[config.mk]
export PLATFORM = sky130hd
export DESIGN_NAME = scd_top
export DESIGN_NICKNAME = d
export VERILOG_FILES = /design/src/hdl/scd_pkg.sv /design/src/hdl/scd_top.sv /design/src/hdl/scd_sync2.sv
export SDC_FILE = /design/constraint.sdc
export NUM_CORES = 1
export LEC_CHECK = 0
export BUFFER_PORTS_ARGS = -buffer_cell sky130_fd_sc_hd__buf_4
export CAP_MARGIN = 25
export CORE_ASPECT_RATIO = 1.75
export CORE_UTILIZATION = 50
export CTS_BUF_LIST = sky130_fd_sc_hd__clkbuf_4
export DETAILED_ROUTE_END_ITERATION = 12
export GPL_ROUTABILITY_DRIVEN = 0
export PLACE_DENSITY = 0.72
export SETUP_SLACK_MARGIN = 0.3
export SYNTH_ARGS = -nofsm -noshare
export SYNTH_HDL_FRONTEND = slang
export SYNTH_SLANG_ARGS = --single-unit
export TNS_END_PERCENT = 5
[constraint.sdc]
create_clock -name mclk -period 4.8 [get_ports mclk]
set_clock_uncertainty 0.1 [all_clocks]
set_input_delay 0.96 -clock mclk [delete_from_list [all_inputs] [get_ports mclk]]
set_output_delay 0.96 -clock mclk [all_outputs]
set_load 0.05 [all_outputs]
[src/hdl/scd_pkg.sv]
// Shared constants and types for the scan and clock diagnostic controller
package scd_pkg;

    // ----------
    // Timing
    // ----------
    localparam int CLK_PERIOD_NS  = 50;
    localparam int RESP_PULSE_NS  = 800;
    localparam int RESP_PULSE_CYC =
        (RESP_PULSE_NS + CLK_PERIOD_NS - 1) / CLK_PERIOD_NS;
    localparam int ETC_RANGE_S    = 3600;

    // ----------
    // Sizes
    // ----------
    localparam int NUM_BOARDS = 28;
    localparam int BYTE_BITS  = 8;
    localparam int CMD_W      = 3;
    localparam int RESP_W     = 16;

    // ----------
    // Control processor memory map
    // ----------
    localparam logic [15:0] ROM_TOP   = 16'hdfff;
    localparam logic [15:0] RAM_BASE  = 16'he000;
    localparam logic [15:0] BATT_TOP  = 16'he3ff;

    // ----------
    // Control processor I/O ports
    // ----------
    localparam logic [7:0] P_SYNC0    = 8'h00;
    localparam logic [7:0] P_SYNC1    = 8'h01;
    localparam logic [7:0] P_SYNC2    = 8'h02;
    localparam logic [7:0] P_SYNC3    = 8'h03;
    localparam logic [7:0] P_BURST    = 8'h04;
    localparam logic [7:0] P_BOARD    = 8'h05;
    localparam logic [7:0] P_SHWRITE  = 8'h06;
    localparam logic [7:0] P_SHREAD   = 8'h07;
    localparam logic [7:0] P_STATUS   = 8'h08;
    localparam logic [7:0] P_REQCMD   = 8'h09;
    localparam logic [7:0] P_EVENT    = 8'h0a;
    localparam logic [7:0] P_RESP_LO  = 8'h0b;
    localparam logic [7:0] P_RESP_HI  = 8'h0c;
    localparam logic [7:0] P_RESP_GO  = 8'h0d;
    localparam logic [7:0] P_ETC_LO   = 8'h0e;
    localparam logic [7:0] P_ETC_HI   = 8'h0f;
    localparam logic [7:0] P_FORCE    = 8'h10;
    localparam logic [7:0] P_EXPECT   = 8'h11;
    localparam logic [7:0] P_TADDR_LO = 8'h12;
    localparam logic [7:0] P_TADDR_HI = 8'h13;
    localparam logic [7:0] P_COMPARE  = 8'h14;
    localparam logic [7:0] P_FAIL_LO  = 8'h15;
    localparam logic [7:0] P_FAIL_HI  = 8'h16;
    localparam logic [7:0] P_SERIAL   = 8'h17;

    // ----------
    // Reset values
    // ----------
    localparam logic [27:0] SYNC_MASK_RST = 28'h0000000;
    localparam logic [7:0]  FORCE_RST     = 8'h00;
    localparam logic [1:0]  TXD_RST       = 2'h3;

    // ----------
    // Types
    // ----------
    typedef struct packed {
        logic ac_fault;
        logic dc_fault;
        logic char_rx;
        logic sys_stop;
        logic cpu_req;
        logic sec_tick;
    } scd_evt_s;

    typedef struct packed {
        logic                 mreq;
        logic                 iorq;
        logic                 rd;
        logic                 wr;
        logic [15:0]          addr;
        logic [7:0]           wdata;
    } scd_bus_s;

    typedef enum logic [2:0] {
        BST_IDLE = 3'b001,
        BST_ARM  = 3'b010,
        BST_RUN  = 3'b100
    } scd_burst_e;

endpackage

[src/hdl/scd_top.sv]
// Scan and clock diagnostic controller: burst, shifter, request port
//
// Notes on behaviour
// Burst emits 1 to 255 clocks, then stops
// Read recirculates string, captures eight bits
// Each byte moved uses one eight-clock burst
// Edit held bits, then shift string back
// One sync line per board, subset clocked
// Boards clock themselves only from sync line
// 28 return inputs, one selected by mux
// Processor sets command, then pulses request
// Request latches command, interrupts controller
// Drive 16-bit word, then pulse response
// Power, character, stop, request, tick interrupt; tick only raised when VARIANT_B is set
// Shutdown arrives on non-maskable interrupt
// Maskable line carries watchdog on one variant
// 56K read-only, 8K read/write decode
// Lowest read/write kilobyte is battery-backed
// Functions reached through processor I/O ports
// One-hour elapsed counter keeps running
// Force signals, pattern test, report failing address
// Inject one microword, compare result
// Local differential and remote console ports
// Strobes at least one system clock wide
// Shift bits least significant first
module scd_top #(
    parameter bit VARIANT_B = 1'b0
) (
    input  wire logic              mclk,
    input  wire logic              sys_rst,
    input  wire scd_pkg::scd_bus_s cpu_bus,
    output logic      [7:0]        cpu_rdata,
    output logic                   rom_cs,
    output logic                   ram_cs,
    output logic                   batt_ram_cs,
    output logic                   int_n,
    output logic                   nmi_n,
    output logic                   event_irq,
    input  wire logic              shutdown_req,
    input  wire logic              watchdog_irq,
    input  wire logic              ac_fault,
    input  wire logic              dc_fault,
    input  wire logic              char_rx,
    input  wire logic              sys_stop,
    input  wire logic              sec_tick,
    input  wire logic              sys_clk_in,
    output logic      [27:0]       board_sync,
    input  wire logic [27:0]       board_ret,
    output logic                   board_shift_in,
    output logic      [7:0]        force_ctrl,
    input  wire logic [2:0]        cpu_cmd,
    input  wire logic              cpu_request_strobe,
    output logic      [15:0]       resp_data,
    output logic                   response_ready_strobe,
    output logic                   local_txd,
    output logic                   remote_txd,
    input  wire logic              local_rxd,
    input  wire logic              remote_rxd
);

    // ----------
    // Input synchronisers
    // ----------
    localparam int SW = scd_pkg::NUM_BOARDS + scd_pkg::CMD_W + 11;

    logic [SW-1:0]     async_in;
    logic [SW-1:0]     sync_in;
    logic [27:0]       ret_s;
    logic [2:0]        cmd_s;
    logic              sclk_s;
    logic              req_s;
    logic              shut_s;
    logic              wdog_s;
    logic              lrx_s;
    logic              rrx_s;
    logic [4:0]        ev_lvl;
    scd_pkg::scd_evt_s evt_s;

    assign async_in = {board_ret, cpu_cmd, sys_clk_in, cpu_request_strobe,
                       shutdown_req, watchdog_irq, local_rxd, remote_rxd,
                       ac_fault, dc_fault, char_rx, sys_stop, sec_tick};

    scd_sync2 #(.W(SW)) u_sync (
        .mclk    (mclk),
        .sys_rst (sys_rst),
        .d       (async_in),
        .q       (sync_in)
    );

    assign {ret_s, cmd_s, sclk_s, req_s, shut_s, wdog_s, lrx_s, rrx_s,
            ev_lvl} = sync_in;

    // ------------------------------------------------------------
    // Edge detection on synchronised levels
    // ------------------------------------------------------------
    logic       sclk_d_r;
    logic       req_d_r;
    logic       tick_d_r;
    logic       sclk_rise;
    logic       req_rise;
    logic       tick_rise;

    always_ff @(posedge mclk)
    begin
        if (sys_rst)
        begin
            sclk_d_r <= 1'b0;
            req_d_r  <= 1'b0;
            tick_d_r <= 1'b0;
        end
        else
        begin
            sclk_d_r <= sclk_s;
            req_d_r  <= req_s;
            tick_d_r <= evt_s.sec_tick;
        end
    end

    assign sclk_rise = sclk_s & ~sclk_d_r;
    assign req_rise  = req_s & ~req_d_r;
    assign tick_rise = evt_s.sec_tick & ~tick_d_r;
    assign evt_s     = {ev_lvl[4:1], req_rise, ev_lvl[0]};

    // ----------
    // Memory decode
    // ----------
    always_comb
    begin
        rom_cs      = cpu_bus.mreq & (cpu_bus.addr <= scd_pkg::ROM_TOP);
        ram_cs      = cpu_bus.mreq & (cpu_bus.addr >= scd_pkg::RAM_BASE);
        batt_ram_cs = ram_cs & (cpu_bus.addr <= scd_pkg::BATT_TOP);
    end

    logic       io_wr;
    logic       io_rd;
    logic [7:0] io_a;

    assign io_wr = cpu_bus.iorq & cpu_bus.wr;
    assign io_rd = cpu_bus.iorq & cpu_bus.rd;
    assign io_a  = cpu_bus.addr[7:0];

    // ------------------------------------------------------------
    // Burst generator and shifter
    // ------------------------------------------------------------
    scd_pkg::scd_burst_e            bst_r, bst_nxt;
    logic [7:0]                     remain_r, remain_nxt;
    logic [7:0]                     shreg_r, shreg_nxt;
    logic                           wb_r, wb_nxt;
    logic                           sync_on_r, sync_on_nxt;
    logic                           shin_r, shin_nxt;
    logic [27:0]                    mask_r, mask_nxt;
    logic [4:0]                     board_r, board_nxt;
    logic                           ret_bit;

    assign ret_bit = (board_r < 5'(scd_pkg::NUM_BOARDS)) ?
                     ret_s[board_r] : 1'b0;

    always_comb
    begin
        bst_nxt     = bst_r;
        remain_nxt  = remain_r;
        shreg_nxt   = shreg_r;
        wb_nxt      = wb_r;
        sync_on_nxt = sync_on_r;
        shin_nxt    = wb_r ? shreg_r[0] : ret_bit;
        mask_nxt    = mask_r;
        board_nxt   = board_r;
        if (io_wr && bst_r == scd_pkg::BST_IDLE)
        begin
            unique case (io_a)
                scd_pkg::P_SYNC0: mask_nxt[7:0]   = cpu_bus.wdata;
                scd_pkg::P_SYNC1: mask_nxt[15:8]  = cpu_bus.wdata;
                scd_pkg::P_SYNC2: mask_nxt[23:16] = cpu_bus.wdata;
                scd_pkg::P_SYNC3: mask_nxt[27:24] = cpu_bus.wdata[3:0];
                scd_pkg::P_BOARD: board_nxt       = cpu_bus.wdata[4:0];
                scd_pkg::P_BURST:
                begin
                    remain_nxt = cpu_bus.wdata;
                    wb_nxt     = 1'b0;
                    if (cpu_bus.wdata != 8'h00)
                        bst_nxt = scd_pkg::BST_ARM;
                end
                scd_pkg::P_SHWRITE:
                begin
                    shreg_nxt  = cpu_bus.wdata;
                    remain_nxt = 8'(scd_pkg::BYTE_BITS);
                    wb_nxt     = 1'b1;
                    bst_nxt    = scd_pkg::BST_ARM;
                end
                scd_pkg::P_SHREAD:
                begin
                    remain_nxt = 8'(scd_pkg::BYTE_BITS);
                    wb_nxt     = 1'b0;
                    bst_nxt    = scd_pkg::BST_ARM;
                end
                default: ;
            endcase
        end
        unique case (bst_r)
            scd_pkg::BST_IDLE: ;
            scd_pkg::BST_ARM:
            begin
                if (sclk_rise)
                begin
                    sync_on_nxt = 1'b1;
                    bst_nxt     = scd_pkg::BST_RUN;
                end
            end
            scd_pkg::BST_RUN:
            begin
                if (sclk_rise)
                begin
                    shreg_nxt  = {ret_bit, shreg_r[7:1]};
                    remain_nxt = remain_r - 8'h01;
                    if (remain_r == 8'h01)
                    begin
                        sync_on_nxt = 1'b0;
                        bst_nxt     = scd_pkg::BST_IDLE;
                    end
                end
            end
            default: bst_nxt = scd_pkg::BST_IDLE;
        endcase
    end

    always_ff @(posedge mclk)
    begin
        if (sys_rst)
        begin
            bst_r     <= scd_pkg::BST_IDLE;
            remain_r  <= 8'h00;
            shreg_r   <= 8'h00;
            wb_r      <= 1'b0;
            sync_on_r <= 1'b0;
            shin_r    <= 1'b0;
            mask_r    <= scd_pkg::SYNC_MASK_RST;
            board_r   <= 5'h00;
        end
        else
        begin
            bst_r     <= bst_nxt;
            remain_r  <= remain_nxt;
            shreg_r   <= shreg_nxt;
            wb_r      <= wb_nxt;
            sync_on_r <= sync_on_nxt;
            shin_r    <= shin_nxt;
            mask_r    <= mask_nxt;
            board_r   <= board_nxt;
        end
    end

    assign board_sync     = sync_on_r ? mask_r : '0;
    assign board_shift_in = shin_r;

    // ------------------------------------------------------------
    // Processor request and response port
    // ------------------------------------------------------------
    logic [2:0]  cmd_r, cmd_nxt;
    logic [15:0] resp_r, resp_nxt;
    logic [15:0] rstage_r, rstage_nxt;
    logic [4:0]  rcnt_r, rcnt_nxt;

    always_comb
    begin
        cmd_nxt    = cmd_r;
        resp_nxt   = resp_r;
        rstage_nxt = rstage_r;
        rcnt_nxt   = rcnt_r;
        if (req_rise)
            cmd_nxt = cmd_s;
        if (rcnt_r != 5'h00)
            rcnt_nxt = rcnt_r - 5'h01;
        if (io_wr && io_a == scd_pkg::P_RESP_LO)
            rstage_nxt[7:0] = cpu_bus.wdata;
        if (io_wr && io_a == scd_pkg::P_RESP_HI)
            rstage_nxt[15:8] = cpu_bus.wdata;
        if (io_wr && io_a == scd_pkg::P_RESP_GO && rcnt_r == 5'h00)
        begin
            resp_nxt = rstage_r;
            rcnt_nxt = 5'(scd_pkg::RESP_PULSE_CYC) + 5'h01;
        end
    end

    always_ff @(posedge mclk)
    begin
        if (sys_rst)
        begin
            cmd_r    <= 3'h0;
            resp_r   <= 16'h0000;
            rstage_r <= 16'h0000;
            rcnt_r   <= 5'h00;
        end
        else
        begin
            cmd_r    <= cmd_nxt;
            resp_r   <= resp_nxt;
            rstage_r <= rstage_nxt;
            rcnt_r   <= rcnt_nxt;
        end
    end

    assign resp_data = resp_r;
    // Data settles one cycle before the strobe rises
    assign response_ready_strobe = (rcnt_r != 5'h00) &&
        (rcnt_r <= 5'(scd_pkg::RESP_PULSE_CYC));

    // ------------------------------------------------------------
    // Events, interrupt lines, elapsed time, test and console
    // ------------------------------------------------------------
    logic [5:0]  pend_r, pend_nxt;
    logic [11:0] etc_r, etc_nxt;
    logic [7:0]  force_r, force_nxt;
    logic [7:0]  expect_r, expect_nxt;
    logic [15:0] taddr_r, taddr_nxt;
    logic [15:0] fail_r, fail_nxt;
    logic        fflag_r, fflag_nxt;
    logic [1:0]  txd_r, txd_nxt;
    logic [5:0]  evt_now;

    always_comb
    begin
        evt_now    = evt_s;
        if (!VARIANT_B)
            evt_now[0] = 1'b0;
        else
            evt_now[0] = tick_rise;
        pend_nxt   = pend_r;
        etc_nxt    = etc_r;
        force_nxt  = force_r;
        expect_nxt = expect_r;
        taddr_nxt  = taddr_r;
        fail_nxt   = fail_r;
        fflag_nxt  = fflag_r;
        txd_nxt    = txd_r;
        if (io_wr && io_a == scd_pkg::P_EVENT)
            pend_nxt = pend_r & ~cpu_bus.wdata[5:0];
        pend_nxt = pend_nxt | evt_now;
        if (tick_rise)
            etc_nxt = (etc_r == 12'(scd_pkg::ETC_RANGE_S - 1)) ?
                      12'h000 : etc_r + 12'h001;
        if (io_wr)
        begin
            unique case (io_a)
                scd_pkg::P_FORCE:    force_nxt  = cpu_bus.wdata;
                scd_pkg::P_EXPECT:   expect_nxt = cpu_bus.wdata;
                scd_pkg::P_TADDR_LO: taddr_nxt[7:0]  = cpu_bus.wdata;
                scd_pkg::P_TADDR_HI: taddr_nxt[15:8] = cpu_bus.wdata;
                scd_pkg::P_SERIAL:   txd_nxt = cpu_bus.wdata[1:0];
                scd_pkg::P_COMPARE:
                begin
                    fflag_nxt = shreg_r != expect_r;
                    if (shreg_r != expect_r)
                        fail_nxt = taddr_r;
                end
                default: ;
            endcase
        end
    end

    always_ff @(posedge mclk)
    begin
        if (sys_rst)
        begin
            pend_r   <= 6'h00;
            etc_r    <= 12'h000;
            force_r  <= scd_pkg::FORCE_RST;
            expect_r <= 8'h00;
            taddr_r  <= 16'h0000;
            fail_r   <= 16'h0000;
            fflag_r  <= 1'b0;
            txd_r    <= scd_pkg::TXD_RST;
        end
        else
        begin
            pend_r   <= pend_nxt;
            etc_r    <= etc_nxt;
            force_r  <= force_nxt;
            expect_r <= expect_nxt;
            taddr_r  <= taddr_nxt;
            fail_r   <= fail_nxt;
            fflag_r  <= fflag_nxt;
            txd_r    <= txd_nxt;
        end
    end

    assign event_irq  = |pend_r;
    assign nmi_n      = ~shut_s;
    assign int_n      = VARIANT_B ? ~wdog_s : 1'b1;
    assign force_ctrl = force_r;
    assign local_txd  = txd_r[0];
    assign remote_txd = txd_r[1];

    // ----------
    // Port read data
    // ----------
    logic [7:0] rd_r, rd_nxt;

    always_comb
    begin
        rd_nxt = rd_r;
        if (io_rd)
        begin
            unique case (io_a)
                scd_pkg::P_SYNC0:   rd_nxt = mask_r[7:0];
                scd_pkg::P_SYNC1:   rd_nxt = mask_r[15:8];
                scd_pkg::P_SYNC2:   rd_nxt = mask_r[23:16];
                scd_pkg::P_SYNC3:   rd_nxt = {4'h0, mask_r[27:24]};
                scd_pkg::P_BOARD:   rd_nxt = {3'h0, board_r};
                scd_pkg::P_SHREAD:  rd_nxt = shreg_r;
                scd_pkg::P_STATUS:  rd_nxt = {4'h0, fflag_r,
                                     rcnt_r != 5'h00, event_irq,
                                     bst_r != scd_pkg::BST_IDLE};
                scd_pkg::P_REQCMD:  rd_nxt = {5'h00, cmd_r};
                scd_pkg::P_EVENT:   rd_nxt = {2'h0, pend_r};
                scd_pkg::P_ETC_LO:  rd_nxt = etc_r[7:0];
                scd_pkg::P_ETC_HI:  rd_nxt = {4'h0, etc_r[11:8]};
                scd_pkg::P_FORCE:   rd_nxt = force_r;
                scd_pkg::P_FAIL_LO: rd_nxt = fail_r[7:0];
                scd_pkg::P_FAIL_HI: rd_nxt = fail_r[15:8];
                scd_pkg::P_SERIAL:  rd_nxt = {6'h00, rrx_s, lrx_s};
                default:            rd_nxt = 8'h00;
            endcase
        end
    end

    always_ff @(posedge mclk)
    begin
        if (sys_rst)
            rd_r <= 8'h00;
        else
            rd_r <= rd_nxt;
    end

    assign cpu_rdata = rd_r;

endmodule

[src/hdl/scd_sync2.sv]
// Two-stage synchroniser for inputs from outside the clock domain
module scd_sync2 #(
    parameter int W = 1
) (
    input  wire logic         mclk,
    input  wire logic         sys_rst,
    input  wire logic [W-1:0] d,
    output logic      [W-1:0] q
);

    logic [W-1:0] meta_r;

    always_ff @(posedge mclk)
    begin
        if (sys_rst)
        begin
            meta_r <= '0;
            q      <= '0;
        end
        else
        begin
            meta_r <= d;
            q      <= meta_r;
        end
    end

endmodule

### After elaboration in Yosys (flattened, before gate mapping)

Index checks and enable logic that the tools add are counted.
Widths: inputs -> output; s select.

* register bits after elaboration: 259
* bits in latches: 0
* bits in writable memories: 0
* ROM bits: 0
* input bits: 72
* output and inout bits: 70
* memories kept: 0

* $add $sub $neg: 3
* multipliers: 0
* div/mod/pow operators: 0
* $lt $le $gt $ge: 6
* equal/unequal tests: 33
* shift-type cells: 0
* mux-type cells: 30
* bitwise logic cells: 15
* reductions and logical operators: 32

Operators with widths (count)
* $pmux 8 s15: 1
* $eq 8x4->1 const B: 8
* $eq 8x5->1 const B: 8
* $mux 8: 7
* $eq 8x3->1 const B: 4
* $le 16x16->1 const B: 2
* $mux 28: 1
* $reduce_and 2->1: 12
* $eq 8x1->1 const B: 2
* $eq 8x2->1 const B: 2
* $ge 16x16->1 const B: 1
* $pmux 8 s2: 1
* $mux 3: 5
* $add 12x1->12 const B: 1
* $eq 12x12->1 const B: 1
* $mux 12: 1
* $mux 5: 2
* $pmux 3 s3: 1
* $and 1x1->1: 8
* $logic_not 8->1: 1
* $ne 8x8->1: 1
* $reduce_bool 8->1: 1
* $sub 8x1->8 const B: 1
* $logic_and 1x1->1: 7
* 25 further kinds: 40

### Longest topological paths before layout

* depth after elaboration: 7
* gate-level depth with buffers: 10

### By module

From an unflattened synthesis, not the netlist that was laid out.

* cell total of the unflattened synthesis: 1146
* area total of the unflattened synthesis: 10715.3 um^2

Modules (own cells, without submodules)
* scd_top: times used 1, cells an instance 969, area an instance 8423.1 um^2, sequential area each 3503.4 um^2
* scd_sync2: times used 1, cells an instance 177, area an instance 2292.2 um^2, sequential area each 1681.6 um^2

### Worst setup path before layout

Ideal clock, no wire load.

* path kind: in2out
* start point: input cpu_bus[21] in the netlist's numbering
* end point: output batt_ram_cs
* arrival: 3.402 ns
* data required time: 3.740 ns
* path slack: 0.338 ns
* stages on the path: 3
* path buffers: 0
* cells stage by stage: nand3_1 -> nor2_1 -> nor4b_1

* cells in the longest elaborated chain, start to end: 3
* elaborated cells on any way between the ends: 4

Ends and longest elaborated chain
* start: declaration: line scd_top.sv:31 `input wire scd_pkg::scd_bus_s cpu_bus,`
* $ge 16x16->1: line scd_top.sv:130 `ram_cs = cpu_bus.mreq & (cpu_bus.addr >= scd_pkg::RAM_BASE);`
* $and 1x1->1: line scd_top.sv:130
* net ram_cs: line scd_top.sv:34 `output logic ram_cs,`
* $and 1x1->1: line scd_top.sv:131 `batt_ram_cs = ram_cs & (cpu_bus.addr <= scd_pkg::BATT_TOP);`
* end: declaration: line scd_top.sv:35 `output logic batt_ram_cs,`

The timed path passes the listed nets, and every way through them passes these cells.

### Final worst setup path

* start point: register sync_on_r
* end point: output board_sync[20]

* cells in the longest elaborated chain, start to end: 1

Ends and longest elaborated chain
* start: declaration: line scd_top.sv:149 `logic sync_on_r, sync_on_nxt;`
* start signal: assignment: line scd_top.sv:245 `sync_on_r <= sync_on_nxt;`
* $mux 28: line scd_top.sv:252 `assign board_sync = sync_on_r ? mask_r : '0;`
* end: declaration: line scd_top.sv:47 `output logic [27:0] board_sync,`

Every way passes these cells.

==> flow_summary.toml <==
[grt]
antenna_found_initial = 1
grt_pass1_wl_mm = 44.3
grt.total_usage_pct = 25.9
grt_pass1_vias = 8552
grt_overflow = 0
grt_max_degree = 86

[status]
outcome = "finished, final reports clean"

[power_and_ir_drop]
p_leak_nw = 4.98
p_clk_share_pct = 40.0
comb_power_share_pct = 9.1
p_sw_share_pct = 25.0
power_frac_seq_pct = 50.9
peakVddDrop_mv = 0.203
switching_power_w = 0.00108
internal-power_w = 0.00326
p_per_area_nw_per_um2 = 345

[sta]
report.final.hold_viol_count = 0
fin_crit_ns = 3.14
setup_viol = 0
max_freq_mhz = 318
hold_ws_ns = 0.321
tns_ns = 0
tightest_slew_ns = 1.07
rsz0062_at_grt = "no"
fin_crit_sh_pct = 65.4
slew_headroom_pct = 28.3
slew_viol_final = 0

[synth]
synth_common_cells = "257 x dfxtp_1, 131 x nor2_1, 99 x mux2i_1"
syn-num-nets = 1228
synth-xor-area-share_pct = 1.63
synth_compound_area_share_pct = 10.2
yosysTopAreaCellShare_pct = 48.0
synthTopCellsByArea = "dfxtp_1 48%, mux2i_1 9.2%, nor2b_1 5.5%"
syn_area_um2 = 10700
ys_ff_latch = 257
ys.flop_type = "dfxtp_1"
synth_edf_count = 0
synthArstFlopShare_pct = 0
ys_seq_area_share_pct = 48.0
synthSimpleGateAreaFrac_pct = 23.8
yosys-mux-area-fraction_pct = 11.8
yosysWarnings = 0
syn_avg_cell_area_um2 = 9.32
synth_largest_area_cell = "dfxtp_1"
synthCells = 1151
synth_fa_ha_area_share_pct = 0.583
synth_top_family_by_area = "simple AND/OR/NAND/NOR gates"
yosys.cell_types.count = 76
synth_most_common_cell = "dfxtp_1"

[floorplanning]
die_h_um = 196
initial_core_util_pct = 51.2
dieWidth_um = 113
placementRows = 70
ios = 142
dieArea_um2 = 22100
fp.coreArea_um2 = 20900

[final_layout]
fin_cells = 1568
nFillCells = 1896
areaGrowthSynthToFinish_pct = 17.2
nets = 1350
drive_gt1_share_pct = 21.4

[critical_path]
max_stage_delay_ns = 0.90
critical_path_class = "reg -> out"
cp_max_fo = 30
cp.arrival_ns = 2.08
start_kind = "register"
cp_slowest_cell = "dfxtp_1"
end_kind = "primary output"
path_cells = "and2_1 -> buf_4"
crit_required_ns = 3.74

[clocking]
hold_buffers = 0
cts_sinks = 257
cts_tree = "yes"
clock_path_buffers = 3
htreeDepth = 2
cts_buffers = 57
root_buffer = "clkbuf_4"
path_clk_slew_ns = 0.08
clock_latency_ns = 0.72
cts-resized-gates = 0
postCtsSetupRepairBufs = 0

[route]
wl_per_cell_um = 18.0
drc = 0
dr.first_iter.drc_count = 584
postRouteAntennaNets = 0
vias = 8913
vias_per_cell = 5.68
dr.pass1.iters = 5
drt_wl_total_mm = 28.2

[place]
place_hpwl_mm = 19.3
dp.cells = 1465
io_buffers = 137

[worst_hold_path]
hp-class = "reg -> reg"

[flow_run]
drv_cap = 0
layer usage:
| metal | up-vias | global-route usage, % | routed length [um] |
|---|---|---|---|
| met2 | 365 | 47.0 | 14500 |
| met1 | 4194 | 26.8 | 10300 |
| met5 | - | 0 | 0 |
| met3 | 109 | 5.16 | 1820 |
| li1 | 4245 | - | - |
| met4 | 0 | 16.5 | 1580 |
final timing paths:
| check | from | end | slack [ns] | cells past startpoint |
|---|---|---|---|---|
| worst max-delay path | sync_on_r | board_sync[20] | 1.66 | 2 |
| worst min register to register | u_sync.meta_r[1] | u_sync.q[1] | 0.32 | 1 |
| worst min-delay path | u_sync.meta_r[1] | u_sync.q[1] | 0.32 | 1 |
| worst max register to register | rcnt_r[0] | rcnt_r[4] | 2.27 | 7 |
stage by stage:
| stage | area (um2) | power (W) | utilization (%) | setup slack, ns |
|---|---|---|---|---|
| 3_5_place_dp | 11800 | 0.00265 | 56.4 | 1.30 |
| 3_3_place_gp | 11800 | 0.00264 | 56.4 | 1.31 |
| 2_1_floorplan | 10700 | 0.00252 | - | 0.338 |
| 6_report | 12600 | 0.00434 | 60.0 | 1.66 |
| 5_1_grt | 12600 | 0.00453 | 60.0 | 1.52 |
| 4_1_cts | 12600 | 0.00439 | 60.0 | 1.62 |
worst max-delay path: cells and delay by family, from the launching register on:
family        cells  cell delay [ns]
buf+inv           1             0.20
simple gates      1             0.25
flops             1             0.90
power groups by stage:
| stage | clock [W] | sequential, W | combinational [W] |
|---|---|---|---|
| finish | 0.00174 | 0.00221 | 0.000394 |
| global route | 0.00189 | 0.00221 | 0.000428 |
| CTS | 0.00179 | 0.00221 | 0.000394 |
| detailed placement | 0 | 0.00226 | 0.000390 |
| global placement | 0 | 0.00226 | 0.000384 |
| floorplan | 0 | 0.00225 | 0.000267 |
layout make-up:
class                      count  area, um2  share of cell area (%)
antenna                        1       2.50                  0.0199
clock buffer                  86        646                    5.14
clock inverter                15        111                   0.886
inverter                      19       71.3                   0.567
multi-input combinational    789       5160                    41.0
sequential                   257       5140                    40.9
tap                          252        315                    2.51
timing repair buffer         149       1120                    8.93
placed cells by master, fill, tap and decap left out, types with 6 or more instances in the layout:
master,instances
a211oi_1,16
a21oi_1,60
a22oi_1,7
a311oi_1,7
a31oi_1,13
a32oi_1,10
and2_1,36
and3_1,7
buf_4,148
clkbuf_4,86
clkinv_1,10
dfxtp_1,257
inv_1,19
mux2_2,12
mux2i_1,99
mux4_2,6
nand2_1,86
nand2b_1,8
nand3_1,37
nand4_1,8
nor2_1,131
nor2b_1,95
nor3_1,18
nor4_1,10
o21ai_0,14
xor2_1,15
cells by family (layout without fill, tap and decap cells):
family                     Yosys count  after routing
muxes                              117            117
buffers and inverters              105            269
xor gates and xnor gates            20             20
and+or+nand+nor                    481            481
adders and majority gates            5              5
AOI/OAI and AO/OA                  165            165
DFF                                257            257
other                                1              2
registers in the layout, summed over array words and instances, names as in the netlist, 3 cells and up:
name / flops
rcnt_r: 5
bst_r: 3
remain_r: 8
taddr_r: 16
cpu_rdata: 8
board_r: 5
mask_r: 28
expect_r: 8
etc_r: 12
u_sync.meta_r: 41
u_sync.q: 41
rstage_r: 16
cmd_r: 3
fail_r: 16
pend_r: 6
shreg_r: 8
force_ctrl: 8
resp_data: 16
No activity file was read; power rests on OpenSTA's default activity.
